## src/rtl/rms_pkg.sv

```systemverilog
// Package of constants and types for the receive mode command store block.
package rms_pkg;
   // ------------------------------------------------------------------
   // Information word field positions
   // ------------------------------------------------------------------
   localparam int INVALID_WORD_BIT = 14;
   localparam int GAP_FAULT_BIT = 13;
   localparam int WORD_COUNT_BIT = 12;
   localparam int SYNC_TYPE_BIT = 11;
   localparam int MSG_FAULT_BIT = 10;
   localparam int BUSY_BIT = 9;
   localparam int ILLEGAL_BIT = 8;
   localparam int BUS_SELECT_BIT = 5;
   localparam int MODE_CODE_LSB = 0;
   localparam int MODE_CODE_W = 5;
   // ------------------------------------------------------------------
   // Record layout, mode code ranges and reset values
   // ------------------------------------------------------------------
   localparam logic [15:0] INFO_OFFSET = 16'h0000;
   localparam logic [15:0] TAG_OFFSET = 16'h0001;
   localparam logic [15:0] DATA_OFFSET = 16'h0002;
   localparam logic [4:0] MC_DATA_FIRST = 5'h10;
   localparam logic [4:0] MC_UNDEF_A = 5'h10;
   localparam logic [4:0] MC_UNDEF_B = 5'h12;
   localparam logic [4:0] MC_UNDEF_C = 5'h13;
   localparam logic [15:0] WORD_RESET = 16'h0000;
   localparam logic [1:0] CNT_RESET = 2'h0;
   // ------------------------------------------------------------------
   // Write sequencer states, Gray coded along the usual path
   // ------------------------------------------------------------------
   typedef enum logic [1:0] {
      RMS_IDLE = 2'b00,
      RMS_INFO = 2'b01,
      RMS_TAG = 2'b11,
      RMS_DATA = 2'b10
   } rms_state_t;
endpackage

```

## src/rtl/rms_info_build.sv

```systemverilog
// Combinational builder of the receive mode message information word.
`timescale 1ns/1ps
module rms_info_build (
   // Error and status inputs
   input wire logic invalid_word_i,
   input wire logic gap_fault_i,
   input wire logic word_count_i,
   input wire logic sync_type_i,
   input wire logic busy_i,
   input wire logic illegal_i,
   input wire logic bus_select_i,
   input wire logic [4:0] mode_code_i,
   // Built word
   output logic [15:0] info_word_o
);
   always_comb begin
      info_word_o = rms_pkg::WORD_RESET;
      info_word_o[rms_pkg::INVALID_WORD_BIT] = invalid_word_i;
      info_word_o[rms_pkg::GAP_FAULT_BIT] = gap_fault_i;
      info_word_o[rms_pkg::WORD_COUNT_BIT] = word_count_i;
      info_word_o[rms_pkg::SYNC_TYPE_BIT] = sync_type_i;
      info_word_o[rms_pkg::MSG_FAULT_BIT] = invalid_word_i | gap_fault_i
         | word_count_i | sync_type_i;
      info_word_o[rms_pkg::BUSY_BIT] = busy_i;
      info_word_o[rms_pkg::ILLEGAL_BIT] = illegal_i;
      info_word_o[rms_pkg::BUS_SELECT_BIT] = bus_select_i;
      info_word_o[rms_pkg::MODE_CODE_LSB +: rms_pkg::MODE_CODE_W] = mode_code_i;
   end
endmodule

```

## src/rtl/rms_word_reg.sv

```systemverilog
// Registered holding stage for one captured mode data word.
`timescale 1ns/1ps
module rms_word_reg (
   // Clock and reset
   input wire logic ref_clk_i,
   input wire logic resetn_i,
   // Load port
   input wire logic load_i,
   input wire logic [15:0] word_i,
   // Held word
   output logic [15:0] word_o
);
   typedef struct packed {
      logic [15:0] word;
   } rms_hold_t;
   rms_hold_t st;
   rms_hold_t next_st;
   always_comb begin
      next_st = st;
      if (load_i) begin
         next_st.word = word_i;
      end
   end
   always_ff @(posedge ref_clk_i) begin
      if (!resetn_i) begin
         st <= '{word: rms_pkg::WORD_RESET};
      end else begin
         st <= next_st;
      end
   end
   assign word_o = st.word;
endmodule

```

## src/rtl/rms_cmd_store.sv

```systemverilog
// Receive mode command record writer into shared RAM.
`timescale 1ns/1ps
module rms_cmd_store #(
   parameter int ADDR_W = 16
) (
   // Clock and reset
   input wire logic ref_clk_i,
   input wire logic resetn_i,
   // Message from the protocol engine
   input wire logic msg_done_i,
   input wire logic [4:0] mode_code_i,
   input wire logic [ADDR_W-1:0] data_ptr_i,
   input wire logic data_valid_i,
   input wire logic [15:0] data_word_i,
   input wire logic [15:0] time_tag_i,
   input wire logic bus_select_i,
   // Error flags seen during the message
   input wire logic invalid_word_i,
   input wire logic gap_fault_i,
   input wire logic word_count_i,
   input wire logic sync_type_i,
   // Configuration and busy sources
   input wire logic illegal_bit_i,
   input wire logic undefined_mode_invalid_i,
   input wire logic global_busy_i,
   input wire logic per_command_busy_i,
   // Response decision
   output logic respond_in_form_o,
   output logic responded_busy_o,
   // Mode data action
   output logic mode_data_valid_o,
   output logic [4:0] mode_data_code_o,
   output logic [15:0] mode_data_o,
   // Shared RAM write port
   output logic ram_we_o,
   output logic [ADDR_W-1:0] ram_addr_o,
   output logic [15:0] ram_wdata_o,
   input wire logic ram_ready_i,
   // Sequencer status
   output logic busy_o
);
   if (ADDR_W < 2 || ADDR_W > 16) begin : g_addr_w_check
      $error("ADDR_W must lie between 2 and 16");
   end

   // ------------------------------------------------------------------
   // Helper functions
   // ------------------------------------------------------------------
   function automatic logic has_data(input logic [4:0] mc);
      has_data = (mc >= rms_pkg::MC_DATA_FIRST);
   endfunction

   function automatic logic is_undefined(input logic [4:0] mc);
      is_undefined = !has_data(mc) || mc == rms_pkg::MC_UNDEF_A
         || mc == rms_pkg::MC_UNDEF_B || mc == rms_pkg::MC_UNDEF_C;
   endfunction

   function automatic logic [ADDR_W-1:0] offs(input logic [ADDR_W-1:0] base,
                                             input logic [15:0] off);
      offs = base + off[ADDR_W-1:0];
   endfunction

   // ------------------------------------------------------------------
   // State
   // ------------------------------------------------------------------
   typedef struct packed {
      rms_pkg::rms_state_t state;
      logic [ADDR_W-1:0] base;
      logic [15:0] info;
      logic [15:0] tag;
      logic with_data;
      logic data_out_valid;
      logic [4:0] data_code;
      logic [15:0] data_out;
   } rms_store_t;

   rms_store_t st;
   rms_store_t next_st;
   logic busy_now;
   logic illegal_now;
   logic [15:0] info_now;
   logic [15:0] held_data;
   logic data_good;

   // An illegal or disabled undefined code is never a normal answer.
   assign illegal_now = illegal_bit_i
      || (is_undefined(mode_code_i) && undefined_mode_invalid_i);
   // Busy is only reported on commands that would otherwise answer normally.
   assign busy_now = !illegal_now && (global_busy_i || per_command_busy_i);
   assign respond_in_form_o = msg_done_i && !illegal_now && !busy_now;
   assign responded_busy_o = msg_done_i && busy_now;
   assign data_good = data_valid_i && !invalid_word_i && !sync_type_i && !gap_fault_i;

   rms_info_build rms_info_build_i (
      .invalid_word_i(invalid_word_i),
      .gap_fault_i(gap_fault_i),
      .word_count_i(word_count_i),
      .sync_type_i(sync_type_i),
      .busy_i(busy_now),
      .illegal_i(illegal_bit_i),
      .bus_select_i(bus_select_i),
      .mode_code_i(mode_code_i),
      .info_word_o(info_now)
   );

   rms_word_reg rms_word_reg_i (
      .ref_clk_i(ref_clk_i),
      .resetn_i(resetn_i),
      .load_i(msg_done_i && st.state == rms_pkg::RMS_IDLE),
      .word_i(data_word_i),
      .word_o(held_data)
   );

   // ------------------------------------------------------------------
   // Write sequencer
   // ------------------------------------------------------------------
   always_comb begin
      next_st = st;
      next_st.data_out_valid = 1'b0;
      case (st.state)
         rms_pkg::RMS_IDLE: begin
            if (msg_done_i) begin
               next_st.state = rms_pkg::RMS_INFO;
               next_st.base = data_ptr_i;
               next_st.info = info_now;
               next_st.tag = time_tag_i;
               next_st.with_data = has_data(mode_code_i) && data_valid_i;
               next_st.data_code = mode_code_i;
               if (has_data(mode_code_i) && data_good && !illegal_now && !busy_now) begin
                  next_st.data_out_valid = 1'b1;
                  next_st.data_out = data_word_i;
               end
            end
         end
         rms_pkg::RMS_INFO: begin
            if (ram_ready_i) begin
               next_st.state = rms_pkg::RMS_TAG;
            end
         end
         rms_pkg::RMS_TAG: begin
            if (ram_ready_i) begin
               next_st.state = st.with_data ? rms_pkg::RMS_DATA : rms_pkg::RMS_IDLE;
            end
         end
         rms_pkg::RMS_DATA: begin
            if (ram_ready_i) begin
               next_st.state = rms_pkg::RMS_IDLE;
            end
         end
         default: begin
            next_st.state = rms_pkg::RMS_IDLE;
         end
      endcase
   end

   always_ff @(posedge ref_clk_i) begin
      if (!resetn_i) begin
         st <= '{state: rms_pkg::RMS_IDLE, base: '0, info: rms_pkg::WORD_RESET,
                 tag: rms_pkg::WORD_RESET, with_data: 1'b0, data_out_valid: 1'b0,
                 data_code: 5'h00, data_out: rms_pkg::WORD_RESET};
      end else begin
         st <= next_st;
      end
   end

   // ------------------------------------------------------------------
   // RAM port
   // ------------------------------------------------------------------
   always_comb begin
      ram_we_o = 1'b0;
      ram_addr_o = st.base;
      ram_wdata_o = rms_pkg::WORD_RESET;
      case (st.state)
         rms_pkg::RMS_INFO: begin
            ram_we_o = 1'b1;
            ram_addr_o = offs(st.base, rms_pkg::INFO_OFFSET);
            ram_wdata_o = st.info;
         end
         rms_pkg::RMS_TAG: begin
            ram_we_o = 1'b1;
            ram_addr_o = offs(st.base, rms_pkg::TAG_OFFSET);
            ram_wdata_o = st.tag;
         end
         rms_pkg::RMS_DATA: begin
            ram_we_o = 1'b1;
            ram_addr_o = offs(st.base, rms_pkg::DATA_OFFSET);
            ram_wdata_o = held_data;
         end
         default: begin
            ram_we_o = 1'b0;
         end
      endcase
   end

   assign busy_o = (st.state != rms_pkg::RMS_IDLE);
   assign mode_data_valid_o = st.data_out_valid;
   assign mode_data_code_o = st.data_code;
   assign mode_data_o = st.data_out;

   // ------------------------------------------------------------------
   // Checks
   // ------------------------------------------------------------------
   property p_tag_after_info;
      @(posedge ref_clk_i) disable iff (!resetn_i)
         (st.state == rms_pkg::RMS_INFO && ram_ready_i) |=>
         (ram_we_o && ram_addr_o == offs(st.base, rms_pkg::TAG_OFFSET));
   endproperty
   a_tag_after_info: assert property (p_tag_after_info)
      else $error("tag write misplaced");

   property p_data_addr;
      @(posedge ref_clk_i) disable iff (!resetn_i)
         (st.state == rms_pkg::RMS_DATA) |->
         (ram_addr_o == offs(st.base, rms_pkg::DATA_OFFSET) && ram_wdata_o == held_data);
   endproperty
   a_data_addr: assert property (p_data_addr) else $error("data word address wrong");

   property p_info_first;
      @(posedge ref_clk_i) disable iff (!resetn_i)
         (!busy_o && msg_done_i) ##1 1'b1 |-> (ram_addr_o == $past(data_ptr_i) && ram_we_o);
   endproperty
   a_info_first: assert property (p_info_first)
      else $error("info word not at pointer");

   property p_no_data_short;
      @(posedge ref_clk_i) disable iff (!resetn_i)
         (!busy_o && msg_done_i && !has_data(mode_code_i)) |=>
         !(st.state == rms_pkg::RMS_DATA) [*3];
   endproperty
   a_no_data_short: assert property (p_no_data_short)
      else $error("data write on short record");

   property p_undef_refused;
      @(posedge ref_clk_i) disable iff (!resetn_i)
         (msg_done_i && undefined_mode_invalid_i && is_undefined(mode_code_i))
         |-> !respond_in_form_o;
   endproperty
   a_undef_refused: assert property (p_undef_refused)
      else $error("undefined code answered");

   property p_illegal_refused;
      @(posedge ref_clk_i) disable iff (!resetn_i)
         (msg_done_i && illegal_bit_i) |-> !respond_in_form_o && !responded_busy_o;
   endproperty
   a_illegal_refused: assert property (p_illegal_refused)
      else $error("illegal code answered");

   property p_summary;
      @(posedge ref_clk_i) disable iff (!resetn_i)
         (st.state == rms_pkg::RMS_INFO) |->
         (ram_wdata_o[rms_pkg::MSG_FAULT_BIT] == |ram_wdata_o[14:11]);
   endproperty
   a_summary: assert property (p_summary) else $error("fault summary mismatch");

   property p_zero_bits;
      @(posedge ref_clk_i) disable iff (!resetn_i)
         (st.state == rms_pkg::RMS_INFO) |->
         (ram_wdata_o[15] == 1'b0 && ram_wdata_o[7:6] == 2'b00);
   endproperty
   a_zero_bits: assert property (p_zero_bits) else $error("unused info bits set");

   property p_mode_code;
      @(posedge ref_clk_i) disable iff (!resetn_i)
         (!busy_o && msg_done_i) |=> (st.info[4:0] == $past(mode_code_i)
         && st.info[rms_pkg::BUS_SELECT_BIT] == $past(bus_select_i));
   endproperty
   a_mode_code: assert property (p_mode_code)
      else $error("mode code or bus id wrong");

   property p_tag_value;
      @(posedge ref_clk_i) disable iff (!resetn_i)
         (!busy_o && msg_done_i) |=> (st.tag == $past(time_tag_i));
   endproperty
   a_tag_value: assert property (p_tag_value) else $error("time tag not captured");

   property p_reset_idle;
      @(posedge ref_clk_i)
         !resetn_i |=> (!busy_o && !ram_we_o && !mode_data_valid_o);
   endproperty
   a_reset_idle: assert property (p_reset_idle)
      else $error("sequencer not idle after reset");

   property p_base_held;
      @(posedge ref_clk_i) disable iff (!resetn_i)
         busy_o |=> ($stable(st.base) && $stable(st.info) && $stable(st.tag));
   endproperty
   a_base_held: assert property (p_base_held)
      else $error("record changed while being written");

   property p_word_stands;
      @(posedge ref_clk_i) disable iff (!resetn_i)
         (ram_we_o && !ram_ready_i) |=>
         (ram_we_o && $stable(ram_addr_o) && $stable(ram_wdata_o));
   endproperty
   a_word_stands: assert property (p_word_stands)
      else $error("record word withdrawn before acceptance");

   property p_pulse_once;
      @(posedge ref_clk_i) disable iff (!resetn_i)
         mode_data_valid_o |=> !mode_data_valid_o;
   endproperty
   a_pulse_once: assert property (p_pulse_once)
      else $error("mode data offered twice");

   property p_dirty_word;
      @(posedge ref_clk_i) disable iff (!resetn_i)
         (!busy_o && msg_done_i && (invalid_word_i || gap_fault_i || sync_type_i))
         |=> !mode_data_valid_o;
   endproperty
   a_dirty_word: assert property (p_dirty_word)
      else $error("damaged mode data offered");

   property p_error_bits;
      @(posedge ref_clk_i) disable iff (!resetn_i)
         (!busy_o && msg_done_i) |=>
         (st.info[rms_pkg::INVALID_WORD_BIT] == $past(invalid_word_i)
         && st.info[rms_pkg::GAP_FAULT_BIT] == $past(gap_fault_i)
         && st.info[rms_pkg::WORD_COUNT_BIT] == $past(word_count_i)
         && st.info[rms_pkg::SYNC_TYPE_BIT] == $past(sync_type_i));
   endproperty
   a_error_bits: assert property (p_error_bits)
      else $error("error flag lost from info word");

   property p_busy_bit;
      @(posedge ref_clk_i) disable iff (!resetn_i)
         (!busy_o && msg_done_i && !illegal_bit_i && !undefined_mode_invalid_i
         && (global_busy_i || per_command_busy_i)) |=> st.info[rms_pkg::BUSY_BIT];
   endproperty
   a_busy_bit: assert property (p_busy_bit)
      else $error("busy answer not recorded");

   property p_plain_answered;
      @(posedge ref_clk_i) disable iff (!resetn_i)
         (msg_done_i && !illegal_bit_i && !undefined_mode_invalid_i && !global_busy_i
         && !per_command_busy_i) |-> respond_in_form_o;
   endproperty
   a_plain_answered: assert property (p_plain_answered)
      else $error("legal command not answered in form");
endmodule

```

## config.mk

```make
export PLATFORM = sky130hd
export DESIGN_NAME = rms_cmd_store
export DESIGN_NICKNAME = d
export VERILOG_FILES = /design/src/rtl/rms_pkg.sv /design/src/rtl/rms_info_build.sv /design/src/rtl/rms_word_reg.sv /design/src/rtl/rms_cmd_store.sv
export SDC_FILE = /design/constraint.sdc
export NUM_CORES = 1
export LEC_CHECK = 0
export ABC_AREA = 0
export BUFFER_PORTS_ARGS = -buffer_cell sky130_fd_sc_hd__buf_4
export CAP_MARGIN = 20
export CORE_MARGIN = 8
export CORE_UTILIZATION = 40
export CTS_CLUSTER_SIZE = 30
export DETAILED_ROUTE_END_ITERATION = 8
export HOLD_SLACK_MARGIN = 0.08
export PLACE_DENSITY = 0.64
export SKIP_CTS_REPAIR_TIMING = 1
export SYNTH_ARGS = -nofsm -noshare
export SYNTH_HDL_FRONTEND = slang
export SYNTH_SLANG_ARGS = --single-unit
```

## constraint.sdc

```tcl
create_clock -name ref_clk_i -period 4.6 [get_ports ref_clk_i]
set_input_delay 0.92 -clock ref_clk_i [delete_from_list [all_inputs] [get_ports ref_clk_i]]
set_output_delay 0.92 -clock ref_clk_i [all_outputs]
set_load 0.02 [all_outputs]
```

# --- Word level (Yosys, flattened, before mapping) ---
# Cells that the tools add are included.
totals:
  regBits: 86
  latchBits: 0
  mem_bits_rw: 0
  mem_bits_ro: 0
  in_bits: 67
  word_cells: 67
  n_memories: 0
op_classes:
  n_addsub: 2
  multipliers: 0
  n_div: 0
  magnitude_cmp: 1
  eq_ne: 10
  n_shift: 0
  mux: 11
  bitwise_logic: 3
  reduce_logical: 31
op_table:
  columns: ["operator", "count"]
  rows:
  - ["73-bit 2-to-1 mux", 1]
  - ["16-bit one-hot mux with 3 select lines", 1]
  - ["16-bit one-hot mux with 2 select lines", 1]
  - ["16-bit by 1-bit adder with 16-bit output (second input constant)", 1]
  - ["16-bit by 2-bit adder with 16-bit output (second input constant)", 1]
  - ["16-bit 2-to-1 mux", 1]
  - ["5-bit equality test (second input constant)", 3]
  - ["1-bit logical AND", 13]
  - ["2-bit 2-to-1 mux", 4]
  - ["2-bit inequality test (second input constant)", 4]
  - ["2-bit one-hot mux with 4 select lines", 1]
  - ["1-bit zero test", 6]
  - ["3-bit AND reduction", 2]
  - ["5-bit greater-or-equal comparator (second input constant)", 1]
  - ["1-bit logical OR", 5]
  - ["2-bit equality test (second input constant)", 2]
  - ["4-bit AND reduction", 1]
  - ["1-bit bitwise OR", 3]
  - ["3-bit OR reduction", 1]
  - ["2-bit by 1-bit equality test with 1-bit output (second input constant)", 1]
  - ["2-bit zero test", 1]
  - ["1-bit 2-to-1 mux", 2]
  - ["2-bit AND reduction", 1]
  - ["2-bit nonzero test", 1]

# --- Depth between registers and ports, before layout ---
logic_depth:
  depth_word: 14
  ltp_mapped: 8
  mapped_depth_nobuf: 5

# --- By module ---
# Synthesis repeated with hierarchy kept, for this count alone.
unflattened:
  cells_unflattened: 530
  area_unflattened_um2: 4410.5
by_module_without_submodules:
  columns: ["mod", "instances", "cells_per_inst", "area_per_inst_um2"]
  rows:
  - ["rms_cmd_store", 1, 462, 3671.0]
  - ["rms_word_reg", 1, 51, 615.6]
  - ["rms_info_build", 1, 17, 123.9]

# --- Worst setup path after synthesis ---
# OpenSTA, ideal clock, no wires.
synth_timing:
  path_type: "input -> output"
  from: "input undefined_mode_invalid_i"
  to: "output respond_in_form_o"
  t_arrival_ns: 1.885
  t_required_ns: 3.680
  path_slack_ns: 1.795
  cell_stages: 4
  cell_sequence: "nor3b_1 a221oi_2 nand2_1 nor3_1"
synth_between:
  elab_chain_len: 6
synth_lines:
  columns: ["element", "line", "source"]
  rows:
  - ["start: declaration", "rms_cmd_store.sv:24", "input wire logic undefined_mode_invalid_i,"]
  - ["1-bit logical AND (*)", "rms_cmd_store.sv:87", "|| (is_undefined(mode_code_i) && undefined_mode_invalid_i);"]
  - ["1-bit logical OR (*)", "rms_cmd_store.sv:87", null]
  - ["1-bit zero test (*)", "rms_cmd_store.sv:89, rms_cmd_store.sv:90", null]
  - ["1-bit logical AND", "rms_cmd_store.sv:89", "assign busy_now = !illegal_now && (global_busy_i || per_command_busy_i);"]
  - ["1-bit zero test", "rms_cmd_store.sv:90", "assign respond_in_form_o = msg_done_i && !illegal_now && !busy_now;"]
  - ["1-bit logical AND (*)", "rms_cmd_store.sv:90", null]
  - ["end: declaration", "rms_cmd_store.sv:28", "output logic respond_in_form_o,"]
# Every way passes the cells marked *; elsewhere a longest branch is shown, timed or not.

# --- Worst setup path in the final report ---
layout_timing:
  from: "register st[56] (netlist name)"
  to: "output ram_addr_o[8]"
layout_between:
  elab_chain_len: 2
layout_lines:
  columns: ["element", "line", "source"]
  rows:
  - ["start: declaration", "rms_cmd_store.sv:77", "rms_store_t st;"]
  - ["start signal: assignment", "rms_cmd_store.sv:158", "st <= '{state: rms_pkg::RMS_IDLE, base: '0, info: rms_pkg::WORD_RESET,"]
  - ["start signal: assignment", "rms_cmd_store.sv:162", "st <= next_st;"]
  - ["16-bit by 2-bit adder with 16-bit output or 16-bit by 1-bit adder with 16-bit output (tied branches)", "rms_cmd_store.sv:60", "offs = base + off[ADDR_W-1:0];"]
  - ["16-bit one-hot mux with 2 select lines (*)", "rms_cmd_store.sv:173", "case (st.state)"]
  - ["end: declaration", "rms_cmd_store.sv:36", "output logic [ADDR_W-1:0] ram_addr_o,"]
# Marks and branches as above.

==> impl_metrics.toml <==
[finish]
final_nets = 643
num_antenna_cells = 0
syn_to_final_growth_pct = 25.6
instances_no_fill = 712
drive_above_1_share = 0.263

[logic_synthesis]
synth_cells = 489
ys_ff_latch = 81
ys_top_cells_by_area = "dfxtp_1 41%, nand2_1 17%, a21boi_0 12%"
synth_top_area_frac = 0.411
ys_seq_area_frac = 0.411
syn-num-nets = 558
synth_enable_flop_cells = 0
synthFlopType = "dfxtp_1"
yosysMostFrequentCell = "nand2_1"
synth_commonest_cells = "176 x nand2_1, 81 x dfxtp_1, 61 x a21boi_0"
async_flop_share = 0
syn_area_um2 = 3950
ys_types = 36
synth_top_area_cell = "dfxtp_1"
post_synth.cell_area_avg_um2 = 8.08
yosysWarningCount = 0

[sta]
tightest_slew_ns = 0.836
finClkSkew_ns = 0.0129
finalCritPeriodShare = 0.639
relSlewSlack = 0.443
hold_ws_ns = 0.463
setup_slack_ns = 1.66
fin_setup_tns_ns = 0
hold_violations = 0
max_freq_mhz = 340
drv_slew = 0
setup_viol_count_final = 0
min_period_ns = 2.94
rsz0062_at_grt = "no"

[power_and_ir_drop]
p_leak_nw = 2.04
powerDensity_nw_per_um2 = 315
total_power_mw = 1.56
peakVddDrop_mv = 0.138

[floorplan]
start_util = 0.408
io_pins = 125
die_area_um2 = 13300
std_cell_rows = 36
chipWidth_um = 115
core_area_um2 = 9680
die_h_um = 115

[setup_path]
crit_arrival_ns = 2.02
r2r-end = "mode_data_o[10]"
worstSetupPathDepth = 6
reg2reg_depth = 5
cp_cell_sequence = "ha_1, mux2i_1, nor3_2, and3_1, xor2_1, buf_4"
crit_end = "ram_addr_o[8]"
crit_path_start = "st[56]"
start_kind = "flop"
crit_path_max_fanout = 6
r2r_slack_ns = 2.24
max_stage_delay_ns = 0.44
cp_slowest_cell = "dfxtp_1"
crit_path_end_kind = "primary output"
cp.buffers_inverters = 1
cp_top_family = "simple AND/OR/NAND/NOR gates"
path_class = "reg2out"
crit_required_ns = 3.68
r2r_start = "st[71]"

[route]
finalWirelength_mm = 10.7
vias_per_cell = 4.85
num_vias = 3452
first_pass_iters = 4
routedWlPerCell_um = 15.0
drc_errors = 0
antenna_left = 0
drtIter0Drc = 151

[placed_design]
portBuffers = 124
dp.cells = 696
dp_slack_ns = 1.72
place_hpwl_mm = 7.76
place_congestion = 0.743

[global_route]
antenna_found_initial = 0
grt_pass1_wl_mm = 17.1
grt_start_max_net_pins = 98
grt_pass1_vias = 3367
grt_usage = 0.162
grt-ovfl-total = 0

[clock_network]
cts_root_buffer = "clkbuf_8"
cts_made_buffers = 9
clock_sinks = 81
clock_latency_ns = 0.35
cts_buffer_depth = 2
clk_pin_slew_ns = 0.09
cts_tree = "yes"
htreeDepth = 3

[min_path]
min_path_type = "reg2reg"

[flow_run]
maxCapViolCount = 0

[status]
outcome = "finished clean"
## power breakdown
group	switching [mW]	internal, mW
Sequential	0.0270	0.736
Combinational	0.142	0.116
Clock	0.273	0.269
Total	0.442	1.12
## registers in the layout, summed over array words and instances (netlist names)
signal and flops:
st 44, mode_data_valid_o 1, mode_data_o 16, rms_word_reg_i.word_o 16, mode_data_code_o 4
## cell usage in the layout (no fill, tap or decap), drive strengths merged
cell,instances
nand2b,2
ha,2
nand3,8
clkinvlp,2
clkbuf,11
o221a,1
inv,5
or2,1
dfxtp,81
bufinv,1
nor3b,2
nor2b,1
mux2,1
o22ai,1
nand4,3
o21ai,19
clkinv,1
a21oi,1
nor2,10
a21boi,61
xnor2,9
nand3b,1
buf,127
a221oi,1
and3,2
o211ai,1
and4,3
xor2,3
nor3,4
nand2,176
and2,4
mux2i,33
nor4,1
## tightest hold or removal path, delay by kind of cell, from the launching register on
family	cells	cell delay [ns]
flip-flops	1	0.32
multiplexers	1	0.05
AND/OR/NAND/NOR	1	0.05
## worst min-delay path by stage
stage                          startpoint         endpoint  slack (ns)  depth (start not counted)
final                      mode_data_o[2]   mode_data_o[2]        0.46                          2
after global routing      mode_data_o[14]  mode_data_o[14]        0.49                          2
after CTS                  mode_data_o[3]   mode_data_o[3]        0.47                          2
after detailed placement  mode_data_o[14]  mode_data_o[14]        0.46                          2
after global placement    mode_data_o[11]  mode_data_o[11]        0.44                          2
after floorplan            mode_data_o[0]   mode_data_o[0]        0.44                          2
## logic make-up (layout without fill, tap and decap cells)
kind of cell / count (synthesis) / count (layout) / share of synthesized area
and+or+nand+nor: 218 / 218 / 0.232
AOI/OAI and AO/OA: 85 / 85 / 0.151
DFF: 81 / 81 / 0.411
buffers and inverters: 57 / 147 / 0.0871
muxes: 34 / 34 / 0.0865
xor gates and xnor gates: 12 / 12 / 0.0266
adders and majority gates: 2 / 2 / 0.00633
## layer usage
layer  track usage  up-vias  wire (um)  part of all wire
met1         0.201     1592       4660              0.44
li1              -     1751          -                 -
met2         0.259      100       4970              0.46
met4        0.0420        0        112             0.010
met5             0        -          0                 0
met3        0.0604        9        948             0.089
## through the flow
step	area (um2)	utilization
after detailed placement	4760	0.491
after global routing	4960	0.512
final	4960	0.512
after CTS	4960	0.512
after floorplan	3950	-
after global placement	4740	0.489
## area by class of cell
class	instances	area, um2
repair buffers	127	966
well taps	133	166
clock inverters	5	62.6
inverters	4	15.0
flip-flops and latches	81	1620
clock buffers	11	141
fillers	968	4720
multi-input cells	351	1990
No activity file was read; power rests on OpenSTA's default activity.
